==> src/rtl/isp_pkg.sv <==
// Constants, register map and reset values of the input synchronisation parameter bank.
// Operation
// - Sync mode 0 free run, 1 SM3 event, 2 SYNC0, 3 SYNC1, 34 SM2 event.
// - DC mode only: read-only ns interval from SYNC0 to input sampling.
// - Supported map: bit0 free run, bit1 SM event, bits 2-3 = 01 DC mode.
// - Supported map bits 4-5: 01 local event shift, 10 shift with SYNC1.
// - Supported map bit 14: dynamic times, measured when either command entry is written.
// - DC mode only: read-only ns time from sampling until inputs reach the master.
// - DC mode only: read-only ns delay from SYNC1 until inputs are sampled.
// - Group header is read-only and returns 0x20.
// - Read-only index spacing of 16 between successive channel objects.
// - Read-only channel count of two.
// - Command 1 starts, 0 stops measurement; maxima kept, cleared per new measurement.
// - DC mode and operational: count missed SM events, read-only 16-bit.
// - Operational: count cycles overrun or started too early, read-only.
// - DC mode only: read-only flag set when last cycle synchronisation was wrong.
package isp_pkg;
  localparam logic [31:0] CLK_PERIOD_NS = 32'h0000_0064;
  localparam int ADDR_W = 7;
  localparam logic [5:0] OFF_GROUP_HEADER = 6'h00;
  localparam logic [5:0] OFF_MODE_SELECT = 6'h04;
  localparam logic [5:0] OFF_CYCLE_PERIOD = 6'h08;
  localparam logic [5:0] OFF_SHIFT_NS = 6'h0C;
  localparam logic [5:0] OFF_SUPPORTED_MAP = 6'h10;
  localparam logic [5:0] OFF_MIN_CYCLE_NS = 6'h14;
  localparam logic [5:0] OFF_LATENCY_NS = 6'h18;
  localparam logic [5:0] OFF_MEASURE_CMD = 6'h1C;
  localparam logic [5:0] OFF_SYNC1_DELAY_NS = 6'h20;
  localparam logic [5:0] OFF_MISSED_COUNT = 6'h24;
  localparam logic [5:0] OFF_OVERRUN_COUNT = 6'h28;
  localparam logic [5:0] OFF_SHORT_SHIFT_COUNT = 6'h2C;
  localparam logic [5:0] OFF_SYNC_FAULT = 6'h30;
  localparam logic [5:0] OFF_PROFILE_HEADER = 6'h34;
  localparam logic [5:0] OFF_CHANNEL_SPACING = 6'h38;
  localparam logic [5:0] OFF_CHANNEL_COUNT = 6'h3C;
  localparam logic [7:0] IDX_CODE_WORD = 8'h40;
  localparam logic [7:0] IDX_LIST_COUNT = 8'h44;
  localparam logic [7:0] IDX_LIST_ONE = 8'h48;
  localparam logic [7:0] IDX_LIST_TWO = 8'h4C;
  localparam logic [7:0] RST_GROUP_HEADER = 8'h20;
  localparam logic [15:0] RST_MODE_SELECT = 16'h0022;
  localparam logic [15:0] RST_SUPPORTED_MAP = 16'hC007;
  localparam logic [7:0] RST_PROFILE_HEADER = 8'h02;
  localparam logic [15:0] RST_CHANNEL_SPACING = 16'h0010;
  localparam logic [15:0] RST_CHANNEL_COUNT = 16'h0002;
  localparam logic [7:0] RST_LIST_COUNT = 8'h02;
  localparam logic [31:0] RST_LIST_ONE = 32'h0000_01FE;
  localparam logic [31:0] RST_LIST_TWO = 32'h0000_01FF;
  localparam logic [15:0] MODE_FREE_RUN = 16'h0000;
  localparam logic [15:0] MODE_SM3_EVENT = 16'h0001;
  localparam logic [15:0] MODE_DC_SYNC0 = 16'h0002;
  localparam logic [15:0] MODE_DC_SYNC1 = 16'h0003;
  localparam logic [15:0] MODE_SM2_EVENT = 16'h0022;
  localparam int MAP_FREE_RUN_BIT = 0;
  localparam int MAP_SM_EVENT_BIT = 1;
  localparam int MAP_DC_LSB = 2;
  localparam int MAP_SHIFT_LSB = 4;
  localparam int MAP_DYNAMIC_BIT = 14;
  localparam logic [1:0] MAP_DC_SUPPORTED = 2'h1;
  localparam logic [1:0] MAP_SHIFT_LOCAL = 2'h1;
  localparam logic [1:0] MAP_SHIFT_SYNC1 = 2'h2;
endpackage
==> src/rtl/isp_bank.sv <==
// Input synchronisation parameter bank with Avalon-MM slave, timing measurement and error counters.
`timescale 1ns/10ps
module isp_bank
  import isp_pkg::*;
(
  input wire logic clk_i,
  input wire logic rstn_i,
  input wire logic [ADDR_W-1:0] avs_address_i,
  input wire logic avs_read_i,
  input wire logic avs_write_i,
  input wire logic [31:0] avs_writedata_i,
  input wire logic [3:0] avs_byteenable_i,
  output logic [31:0] avs_readdata_o,
  output logic avs_waitrequest_o,
  input wire logic operational_i,
  input wire logic sync0_i,
  input wire logic sync1_i,
  input wire logic cycle_start_i,
  input wire logic inputs_sampled_i,
  input wire logic inputs_available_i,
  input wire logic sm_event_missed_i,
  input wire logic cycle_overrun_i,
  input wire logic shift_too_short_i,
  input wire logic sync_late_i,
  input wire logic output_measure_i,
  output logic mode_free_run_o,
  output logic mode_sm3_event_o,
  output logic mode_dc_sync0_o,
  output logic mode_dc_sync1_o,
  output logic mode_sm2_event_o,
  output logic measuring_o,
  output logic [31:0] cycle_period_o,
  output logic sync_fault_o
);

  // Saturating addition of one clock period in nanoseconds.
  function automatic logic [31:0] isp_add_ns(input logic [31:0] value);
    logic [32:0] sum;
    sum = {1'b0, value} + {1'b0, CLK_PERIOD_NS};
    isp_add_ns = sum[32] ? 32'hFFFF_FFFF : sum[31:0];
  endfunction

  // Saturating increment of a 16-bit event counter.
  function automatic logic [15:0] isp_inc16(input logic [15:0] value);
    isp_inc16 = (value == 16'hFFFF) ? value : value + 16'h0001;
  endfunction

  // Byte-lane merge of write data into a stored word.
  function automatic logic [31:0] isp_merge(input logic [31:0] old, input logic [31:0] data,
                                            input logic [3:0] be);
    logic [31:0] res;
    res = old;
    for (int i = 0; i < 4; i++) begin
      if (be[i]) begin
        res[i*8 +: 8] = data[i*8 +: 8];
      end
    end
    isp_merge = res;
  endfunction

  logic wait_reg;
  logic [31:0] rdata_reg;
  logic [15:0] mode_reg;
  logic [31:0] cycle_period_reg;
  logic [15:0] cmd_reg;
  logic [31:0] code_word_reg;
  logic [7:0] list_count_reg;
  logic [31:0] list_one_reg;
  logic [31:0] list_two_reg;
  logic [31:0] shift_ns_reg;
  logic [31:0] delay_ns_reg;
  logic [31:0] latency_ns_reg;
  logic [31:0] min_cycle_ns_reg;
  logic [31:0] since_sync0_reg;
  logic [31:0] since_sync1_reg;
  logic [31:0] since_sample_reg;
  logic [31:0] since_cycle_reg;
  logic measure_reg;
  logic [15:0] missed_reg;
  logic [15:0] overrun_reg;
  logic [15:0] short_reg;
  logic err_seen_reg;
  logic fault_reg;
  logic [5:0] mode_dec_reg;
  logic [31:0] rdata_next;

  // Bus request decoding; an access completes on the edge where waitrequest is low.
  wire bus_req = avs_read_i | avs_write_i;
  wire bus_write = avs_write_i & ~wait_reg;
  wire [7:0] addr_b = {1'b0, avs_address_i[ADDR_W-1:2], 2'b00};
  wire [31:0] mode_wr_word = isp_merge({16'h0000, mode_reg}, avs_writedata_i, avs_byteenable_i);
  wire [31:0] cmd_wr_word = isp_merge({16'h0000, cmd_reg}, avs_writedata_i, avs_byteenable_i);
  wire [31:0] list_cnt_word = isp_merge({24'h000000, list_count_reg}, avs_writedata_i, avs_byteenable_i);
  wire wr_mode = bus_write && (addr_b == {2'b00, OFF_MODE_SELECT});
  wire wr_period = bus_write && (addr_b == {2'b00, OFF_CYCLE_PERIOD});
  wire wr_cmd = bus_write && (addr_b == {2'b00, OFF_MEASURE_CMD});
  wire wr_code = bus_write && (addr_b == IDX_CODE_WORD);
  wire wr_list_cnt = bus_write && (addr_b == IDX_LIST_COUNT);
  wire wr_list_one = bus_write && (addr_b == IDX_LIST_ONE);
  wire wr_list_two = bus_write && (addr_b == IDX_LIST_TWO);

  // Only the documented mode codes are accepted; any other value keeps the old mode.
  wire [15:0] mode_new = mode_wr_word[15:0];
  wire mode_valid = (mode_new == MODE_FREE_RUN) || (mode_new == MODE_SM3_EVENT) ||
                    (mode_new == MODE_DC_SYNC0) || (mode_new == MODE_DC_SYNC1) ||
                    (mode_new == MODE_SM2_EVENT);
  wire dc_mode = (mode_reg == MODE_DC_SYNC0) || (mode_reg == MODE_DC_SYNC1);

  // Measurement runs while either command entry is 1; a fresh start clears the maxima.
  wire [15:0] cmd_next = wr_cmd ? cmd_wr_word[15:0] : cmd_reg;
  wire measure_next = (cmd_next == 16'h0001) || output_measure_i;
  wire measure_start = measure_next && !measure_reg;
  wire dc_measure = measure_reg && dc_mode;

  // Supported-modes map taken from its reset value and split into its documented fields.
  wire [15:0] supported_map = RST_SUPPORTED_MAP;
  wire map_free_run = supported_map[MAP_FREE_RUN_BIT];
  wire map_sm_event = supported_map[MAP_SM_EVENT_BIT];
  wire map_dc = (supported_map[MAP_DC_LSB +: 2] == MAP_DC_SUPPORTED);
  wire [1:0] map_shift = supported_map[MAP_SHIFT_LSB +: 2];
  wire map_dynamic = supported_map[MAP_DYNAMIC_BIT];

  // Read multiplexer; unmapped addresses read as zero and narrow entries are zero-extended.
  always_comb begin
    rdata_next = 32'h0000_0000;
    if (addr_b == {2'b00, OFF_GROUP_HEADER}) begin
      rdata_next = {24'h000000, RST_GROUP_HEADER};
    end else if (addr_b == {2'b00, OFF_MODE_SELECT}) begin
      rdata_next = {16'h0000, mode_reg};
    end else if (addr_b == {2'b00, OFF_CYCLE_PERIOD}) begin
      rdata_next = cycle_period_reg;
    end else if (addr_b == {2'b00, OFF_SHIFT_NS}) begin
      rdata_next = shift_ns_reg;
    end else if (addr_b == {2'b00, OFF_SUPPORTED_MAP}) begin
      rdata_next = {16'h0000, supported_map};
    end else if (addr_b == {2'b00, OFF_MIN_CYCLE_NS}) begin
      rdata_next = min_cycle_ns_reg;
    end else if (addr_b == {2'b00, OFF_LATENCY_NS}) begin
      rdata_next = latency_ns_reg;
    end else if (addr_b == {2'b00, OFF_MEASURE_CMD}) begin
      rdata_next = {16'h0000, cmd_reg};
    end else if (addr_b == {2'b00, OFF_SYNC1_DELAY_NS}) begin
      rdata_next = delay_ns_reg;
    end else if (addr_b == {2'b00, OFF_MISSED_COUNT}) begin
      rdata_next = {16'h0000, missed_reg};
    end else if (addr_b == {2'b00, OFF_OVERRUN_COUNT}) begin
      rdata_next = {16'h0000, overrun_reg};
    end else if (addr_b == {2'b00, OFF_SHORT_SHIFT_COUNT}) begin
      rdata_next = {16'h0000, short_reg};
    end else if (addr_b == {2'b00, OFF_SYNC_FAULT}) begin
      rdata_next = {31'h0000_0000, fault_reg};
    end else if (addr_b == {2'b00, OFF_PROFILE_HEADER}) begin
      rdata_next = {24'h000000, RST_PROFILE_HEADER};
    end else if (addr_b == {2'b00, OFF_CHANNEL_SPACING}) begin
      rdata_next = {16'h0000, RST_CHANNEL_SPACING};
    end else if (addr_b == {2'b00, OFF_CHANNEL_COUNT}) begin
      rdata_next = {16'h0000, RST_CHANNEL_COUNT};
    end else if (addr_b == IDX_CODE_WORD) begin
      rdata_next = code_word_reg;
    end else if (addr_b == IDX_LIST_COUNT) begin
      rdata_next = {24'h000000, list_count_reg};
    end else if (addr_b == IDX_LIST_ONE) begin
      rdata_next = list_one_reg;
    end else if (addr_b == IDX_LIST_TWO) begin
      rdata_next = list_two_reg;
    end
  end

  // One wait state per access: waitrequest drops for one cycle, then rises again.
  always_ff @(posedge clk_i or negedge rstn_i) begin
    if (!rstn_i) begin
      wait_reg <= 1'b1;
      rdata_reg <= 32'h0000_0000;
    end else begin
      wait_reg <= !(bus_req && wait_reg);
      if (avs_read_i && wait_reg) begin
        rdata_reg <= rdata_next;
      end
    end
  end

  // Writable entries; read-only entries have no write path at all.
  always_ff @(posedge clk_i or negedge rstn_i) begin
    if (!rstn_i) begin
      mode_reg <= RST_MODE_SELECT;
      cycle_period_reg <= 32'h0000_0000;
      cmd_reg <= 16'h0000;
    end else begin
      if (wr_mode && mode_valid) begin
        mode_reg <= mode_new;
      end
      if (wr_period) begin
        cycle_period_reg <= isp_merge(cycle_period_reg, avs_writedata_i, avs_byteenable_i);
      end
      cmd_reg <= cmd_next;
    end
  end

  // Profile code word and module list, kept as plain storage.
  always_ff @(posedge clk_i or negedge rstn_i) begin
    if (!rstn_i) begin
      code_word_reg <= 32'h0000_0000;
      list_count_reg <= RST_LIST_COUNT;
      list_one_reg <= RST_LIST_ONE;
      list_two_reg <= RST_LIST_TWO;
    end else begin
      if (wr_code) begin
        code_word_reg <= isp_merge(code_word_reg, avs_writedata_i, avs_byteenable_i);
      end
      if (wr_list_cnt) begin
        list_count_reg <= list_cnt_word[7:0];
      end
      if (wr_list_one) begin
        list_one_reg <= isp_merge(list_one_reg, avs_writedata_i, avs_byteenable_i);
      end
      if (wr_list_two) begin
        list_two_reg <= isp_merge(list_two_reg, avs_writedata_i, avs_byteenable_i);
      end
    end
  end

  // Free-running nanosecond timers, each restarted by its own reference event.
  always_ff @(posedge clk_i or negedge rstn_i) begin
    if (!rstn_i) begin
      since_sync0_reg <= 32'h0000_0000;
      since_sync1_reg <= 32'h0000_0000;
      since_sample_reg <= 32'h0000_0000;
      since_cycle_reg <= 32'h0000_0000;
    end else begin
      since_sync0_reg <= sync0_i ? 32'h0000_0000 : isp_add_ns(since_sync0_reg);
      since_sync1_reg <= sync1_i ? 32'h0000_0000 : isp_add_ns(since_sync1_reg);
      since_sample_reg <= inputs_sampled_i ? 32'h0000_0000 : isp_add_ns(since_sample_reg);
      since_cycle_reg <= cycle_start_i ? 32'h0000_0000 : isp_add_ns(since_cycle_reg);
    end
  end

  // Maximum-hold timing entries, cleared when a new measurement starts.
  always_ff @(posedge clk_i or negedge rstn_i) begin
    if (!rstn_i) begin
      measure_reg <= 1'b0;
      shift_ns_reg <= 32'h0000_0000;
      delay_ns_reg <= 32'h0000_0000;
      latency_ns_reg <= 32'h0000_0000;
      min_cycle_ns_reg <= 32'h0000_0000;
    end else begin
      measure_reg <= measure_next;
      if (measure_start) begin
        shift_ns_reg <= 32'h0000_0000;
        delay_ns_reg <= 32'h0000_0000;
        latency_ns_reg <= 32'h0000_0000;
        min_cycle_ns_reg <= 32'h0000_0000;
      end else begin
        if (dc_measure && inputs_sampled_i && (since_sync0_reg > shift_ns_reg)) begin
          shift_ns_reg <= since_sync0_reg;
        end
        if (dc_measure && inputs_sampled_i && (since_sync1_reg > delay_ns_reg)) begin
          delay_ns_reg <= since_sync1_reg;
        end
        if (dc_measure && inputs_available_i && (since_sample_reg > latency_ns_reg)) begin
          latency_ns_reg <= since_sample_reg;
        end
        if (measure_reg && inputs_available_i && (since_cycle_reg > min_cycle_ns_reg)) begin
          min_cycle_ns_reg <= since_cycle_reg;
        end
      end
    end
  end

  // Error counters, active only while the device is operational.
  always_ff @(posedge clk_i or negedge rstn_i) begin
    if (!rstn_i) begin
      missed_reg <= 16'h0000;
      overrun_reg <= 16'h0000;
      short_reg <= 16'h0000;
    end else begin
      if (operational_i && dc_mode && sm_event_missed_i) begin
        missed_reg <= isp_inc16(missed_reg);
      end
      if (operational_i && cycle_overrun_i) begin
        overrun_reg <= isp_inc16(overrun_reg);
      end
      if (operational_i && dc_mode && shift_too_short_i) begin
        short_reg <= isp_inc16(short_reg);
      end
    end
  end

  // Late-sync events collect over a cycle; the flag reflects the cycle just finished.
  always_ff @(posedge clk_i or negedge rstn_i) begin
    if (!rstn_i) begin
      err_seen_reg <= 1'b0;
      fault_reg <= 1'b0;
    end else begin
      if (cycle_start_i) begin
        fault_reg <= dc_mode && (err_seen_reg || sync_late_i);
        err_seen_reg <= 1'b0;
      end else if (sync_late_i) begin
        err_seen_reg <= 1'b1;
      end
    end
  end

  // Registered decode of the selected mode for the sampling logic.
  always_ff @(posedge clk_i or negedge rstn_i) begin
    if (!rstn_i) begin
      mode_dec_reg <= 6'h00;
    end else begin
      mode_dec_reg[0] <= (mode_reg == MODE_FREE_RUN) && map_free_run;
      mode_dec_reg[1] <= (mode_reg == MODE_SM3_EVENT) && map_sm_event;
      mode_dec_reg[2] <= (mode_reg == MODE_DC_SYNC0) && map_dc;
      mode_dec_reg[3] <= (mode_reg == MODE_DC_SYNC1) && map_dc &&
                         ((map_shift == MAP_SHIFT_SYNC1) || (map_shift != MAP_SHIFT_LOCAL) || map_dynamic);
      mode_dec_reg[4] <= (mode_reg == MODE_SM2_EVENT) && map_sm_event;
      mode_dec_reg[5] <= 1'b0;
    end
  end

  assign avs_readdata_o = rdata_reg;
  assign avs_waitrequest_o = wait_reg;
  assign mode_free_run_o = mode_dec_reg[0];
  assign mode_sm3_event_o = mode_dec_reg[1];
  assign mode_dc_sync0_o = mode_dec_reg[2];
  assign mode_dc_sync1_o = mode_dec_reg[3];
  assign mode_sm2_event_o = mode_dec_reg[4];
  assign measuring_o = measure_reg;
  assign cycle_period_o = cycle_period_reg;
  assign sync_fault_o = fault_reg;

endmodule

==> config.mk <==
export PLATFORM = sky130hd
export DESIGN_NAME = isp_bank
export DESIGN_NICKNAME = d
export VERILOG_FILES = /design/src/rtl/isp_pkg.sv /design/src/rtl/isp_bank.sv
export SDC_FILE = /design/constraint.sdc
export NUM_CORES = 1
export LEC_CHECK = 0
export ABC_AREA = 1
export BUFFER_PORTS_ARGS = -buffer_cell sky130_fd_sc_hd__buf_4
export CAP_MARGIN = 40
export CORE_ASPECT_RATIO = 0.8
export CORE_UTILIZATION = 60
export DETAILED_ROUTE_END_ITERATION = 10
export GPL_ROUTABILITY_DRIVEN = 0
export PLACE_DENSITY = 0.74
export SYNTH_ARGS = -nofsm -noshare
export SYNTH_HDL_FRONTEND = slang
export SYNTH_SLANG_ARGS = --single-unit
==> constraint.sdc <==
create_clock -name clk_i -period 4.39 [get_ports clk_i]
set_input_delay 0 -clock clk_i [delete_from_list [all_inputs] [get_ports clk_i]]
set_output_delay 0 -clock clk_i [all_outputs]
set_load 0.02 [all_outputs]
# == Word-level counts from Yosys, hierarchy flattened ==
# Cells that the tools add are included.
# totals
register_bits,513
inputBits,58
output_inout_bits,72
word_cells,188
# op_classes
addsub,7
order_cmp,4
eq_ne,31
muxes,43
bitwise,6
reduce_logical,61
# op_table
op,count
32-bit 2-to-1 mux,36
32-bit by 7-bit adder with 33-bit output (second input constant),4
32-bit greater-than comparator,4
16-bit by 2-bit equality test with 1-bit output (second input constant),4
16-bit by 1-bit adder with 16-bit output (second input constant),3
16-bit by 1-bit equality test with 1-bit output (second input constant),3
16-bit equality test (second input constant),3
5-bit by 4-bit equality test with 1-bit output (second input constant),8
2-bit AND reduction,20
16-bit by 6-bit equality test with 1-bit output (second input constant),2
16-bit zero test,2
8-bit 2-to-1 mux,4
1-bit logical AND,24
5-bit by 3-bit equality test with 1-bit output (second input constant),4
5-bit equality test (second input constant),4
16-bit 2-to-1 mux,1
5-bit by 2-bit equality test with 1-bit output (second input constant),2
2-bit nonzero test,5
8-bit zero test,1
1-bit logical OR,7
5-bit by 1-bit equality test with 1-bit output (second input constant),1
1-bit inverter,4
1-bit zero test,2
1-bit 2-to-1 mux,2
other kinds (2),2

# == Longest topological paths before layout ==
# depth
word_depth,21
ltp_mapped,19
ltp_nobuf,17

# == Worst setup path after synthesis ==
# Ideal clock, no wire load.
# synth_timing
path_kind,flip-flop to flip-flop
start,register since_cycle_reg[2]
end,register since_cycle_reg[30]
setup_ns,0.063
arrival_time_ns,2.101
required_time_ns,4.327
setup_slack_ns,2.226
stages_incl_launch_ff,16
path_buffers,0
synth_period_minus_slack_ns,2.164
cell_sequence,dfrtp_1 ha_1 nand2_1 nand2_1 nand2_1 nor2_1 nand3_1 nor3_4 nand2_1 nor2_1 nand2_1 clkinv_1 a21oi_1 o21ai_0 nand2_1 inv_1
# synth_via
elab_chain_cells,3
# synth_rtl
element,line,text
start: declaration,isp_bank.sv:77,logic [31:0] since_cycle_reg;
start signal: assignment,isp_bank.sv:233,since_cycle_reg <= cycle_start_i ? 32'h0000_0000 : isp_add_ns(since_cycle_reg);
32-bit by 7-bit adder with 33-bit output,isp_bank.sv:39,"sum = {1'b0, value} + {1'b0, CLK_PERIOD_NS};"
32-bit 2-to-1 mux,isp_bank.sv:40,isp_add_ns = sum[32] ? 32'hFFFF_FFFF : sum[31:0];
32-bit 2-to-1 mux,isp_bank.sv:233,
# No other way between the ends.
# A chain may end at the register's enable or synchronous reset.

# == Final worst setup path ==
# layout_timing
start,register mode_reg[8]
end,register shift_ns_reg[28]
# layout_via
elab_chain_cells,6
elab_cells_between_ends,7
classes_between,eq/ne: 2; reduce/logical: 5
# layout_rtl
element,line,text
start: declaration,isp_bank.sv:63,logic [15:0] mode_reg;
start signal: assignment,isp_bank.sv:190,mode_reg <= mode_new;
16-bit by 2-bit equality test with 1-bit output,isp_bank.sv:107,wire dc_mode = (mode_reg == MODE_DC_SYNC0) || (mode_reg == MODE_DC_SYNC1);
1-bit logical OR *,isp_bank.sv:107,
1-bit logical AND *,isp_bank.sv:113,wire dc_measure = measure_reg && dc_mode;
1-bit logical AND * (2 in a row),isp_bank.sv:253,if (dc_measure && inputs_sampled_i && (since_sync0_reg > shift_ns_reg)) begin
2-bit nonzero test (no line) *,-,
end signal: assignment,isp_bank.sv:254,shift_ns_reg <= since_sync0_reg;
end: declaration,isp_bank.sv:70,logic [31:0] shift_ns_reg;
# Mark *: on every way between the ends. The rest lies on a longest branch, timed or not.

==> reports/metrics.cfg <==
[critical_path]
r2r.worst_path.cells = 14
critPathKind = flip-flop to flip-flop
critPathMaxStageDelay_ps = 660
worst_path_max_delay_cell = nor3_1
r2r-start = mode_reg[8]
required_ps = 4890
crit_path_max_fanout = 32
worst-path-buf-inv = 4
path_delay_family = simple AND/OR/NAND/NOR gates
r2r-end = shift_ns_reg[28]
path_cells = inv_1 -> nand4_1 -> nor3_1 -> nand4_1 -> nand2_1 -> nand3_1 -> nor2_2 -> buf_4 -> nand2_1 -> buf_4 -> nand2_1 -> nand2_1 -> nand2_1 -> inv_2
path_depth = 14
end_kind = flip-flop
r2r_setup_slack_ps = 1010
cp-start-kind = flip-flop
arrival_ps = 3890
cpMostUsedCell = nand2_1

[cts]
path_clk_slew_ps = 60
cts_setup_buffers = 0
ctsResizeCount = 0
cts_tree = done
clockBufferDepth = 3
root_buffer = clkbuf_16
cts_sinks = 505
clkLatencyLatePin_ps = 610
cts_hold_buf = 52
cts_inserted_buffers = 52
h-tree-depth = 2

[cells_and_area]
diodes = 0
syn2layout_area_growth_pct = 13.5
drive_gt1_share_pct = 8.23
layout.nets = 4155

[detailed_routing]
firstDrtPassIters = 9
drtIter0Drc = 2704
ant_nets = 0
wire_per_inst_um = 18.4
via_count = 26000
post-route-drc-count = 16
viasPerCell = 5.60
drt-total-wl_um = 85200

[logic_synthesis]
synth_edf_count = 0
syn-num-nets = 4011
synth_top_area_share_pct = 42.1
seq_area_frac_synth_pct = 44.0
syn_inst = 3822
yosys_warnings = 0
yosysMostFrequentCell = nand2_1
yosysTopAreaCell = dfrtp_1
syn_area_um2 = 28800
syn_avg_cell_area_um2 = 7.53
ys_top_cells_by_area = dfrtp_1, nand2_1, inv_1
synth-seq-cells = 505
synthTopCellsByCount = nand2_1, inv_1, dfrtp_1, o21ai_0, a21oi_1
synth.distinct_cells = 47
postSynth.asyncResetShare_pct = 100
ys.flop_type = dfrtp_1

[floorplan]
start_util_pct = 61.0
io_pins = 130
die_area_um2 = 48800
rows = 71
core_area_um2 = 47200
die_y_um = 198
die_w_um = 247

[worst_hold_path]
min_to = code_word_reg[19]
hold_class = input port to flip-flop
hp-start = avs_byteenable_i[2]
hold-path-cell-count = 4

[sta]
relSlewSlack_pct = 34.9
finClkSkew_ps = 14.7
final.setup.tns_ps = 0
period_minus_slack_ps = 3380
setup_viol = 0
min_period_over_period_pct = 77.1
finalMaxSlewViolations = 0
hold_viol_final = 0
fmaxAchievable_mhz = 295
worst_pin_slew_ps = 976
grt_setup_unrepaired = no

[pwr]
power_uw = 11000
cellPowerDensity_nw_per_um2 = 337
ir_drop_v = 0.000274
p_leak_uw = 0.0170

[placed_design]
hpwl_um = 62600
numPortBuffers = 127

[grt]
antenna_found_initial = 0
grt_max_degree = 124
grt_pass1_wl_um = 135000
grt_pass1_vias = 24100
grt_usage_pct = 35.7
gr-total-overflow = 0

[run]
drv_cap = 0

[status]
violations = design-rule violations
outcome = finished, violations left

-- kinds of logic after synthesis --
family | Yosys count | share of synthesized area [%]
xor gates and xnor gates | 115 | 3.50
and+or+nand+nor | 1806 | 26.6
buffers and inverters | 668 | 8.96
DFF | 505 | 44.0
AOI/OAI and AO/OA | 596 | 11.2
muxes | 1 | 0.0348
adders and majority gates | 131 | 5.70
-- worst max path at each step --
| stage | start | to | slack (ps) |
|---|---|---|---|
| after floorplan | since_cycle_reg[2] | since_cycle_reg[30] | 2230 |
| after global routing | mode_reg[15] | shift_ns_reg[5] | 750 |
| after detailed placement | mode_reg[8] | shift_ns_reg[3] | 1200 |
| final | mode_reg[8] | shift_ns_reg[28] | 1010 |
| after global placement | mode_reg[14] | shift_ns_reg[2] | 1270 |
| after CTS | avs_waitrequest_o | latency_ns_reg[19] | 1180 |
-- layout make-up --
cell class,instances,area [µm²]
Fill cell,3998,14500
Multi-Input combinational cell,2649,13600
Sequential cell,505,12700
Inverter,540,2030
Timing Repair Buffer,218,1860
Clock buffer,85,1610
Tap cell,620,776
Clock inverter,13,173
-- stage by stage --
stage	cells	worst slack [ps]	hold slack, ps	cell area [µm²]	utilization [%]
2_1_floorplan	3822	2230	-296	28800	-
3_3_place_gp	4473	1270	148	30300	64.2
3_5_place_dp	4480	1200	156	30400	64.4
4_1_cts	4630	1180	0.783	32700	69.2
5_1_grt	4630	755	78.1	32700	69.2
6_report	4630	1010	37.6	32700	69.2
-- layout by cell type, fill, tap and decap left out, drive strengths merged, types with 52 or more instances in the layout --
master,count
nor3,73
dlygate4sd3,52
xor2,82
dfrtp,484
ha,131
nor2,204
nand3,195
nand2,1162
o21ai,285
a21oi,223
buf,166
inv,538
nand4,92
clkbuf,85
-- worst reg2reg max path: cells and delay by family (launching register included) --
kind,cells,cell delay [ps]
flops,1,360
simple gates,10,2160
buf+inv,4,770
-- report_power, final --
group | total [µW] | switching (µW) | internal [µW]
sequential | 5090 | 211 | 4880
clock | 4640 | 1910 | 2730
combinational | 1270 | 846 | 427
total | 11000 | 2970 | 8030
-- layer usage --
layer  share of wire, %  global-route usage (%)  vias up
met5                  0                       0        -
met4                3.9                    13.8        0
met3                 10                    8.54      180
met2                 42                    50.7     1041
met1                 44                    52.4    12100
li1                   -                       -    12600
(Power assumes the default switching activity.)
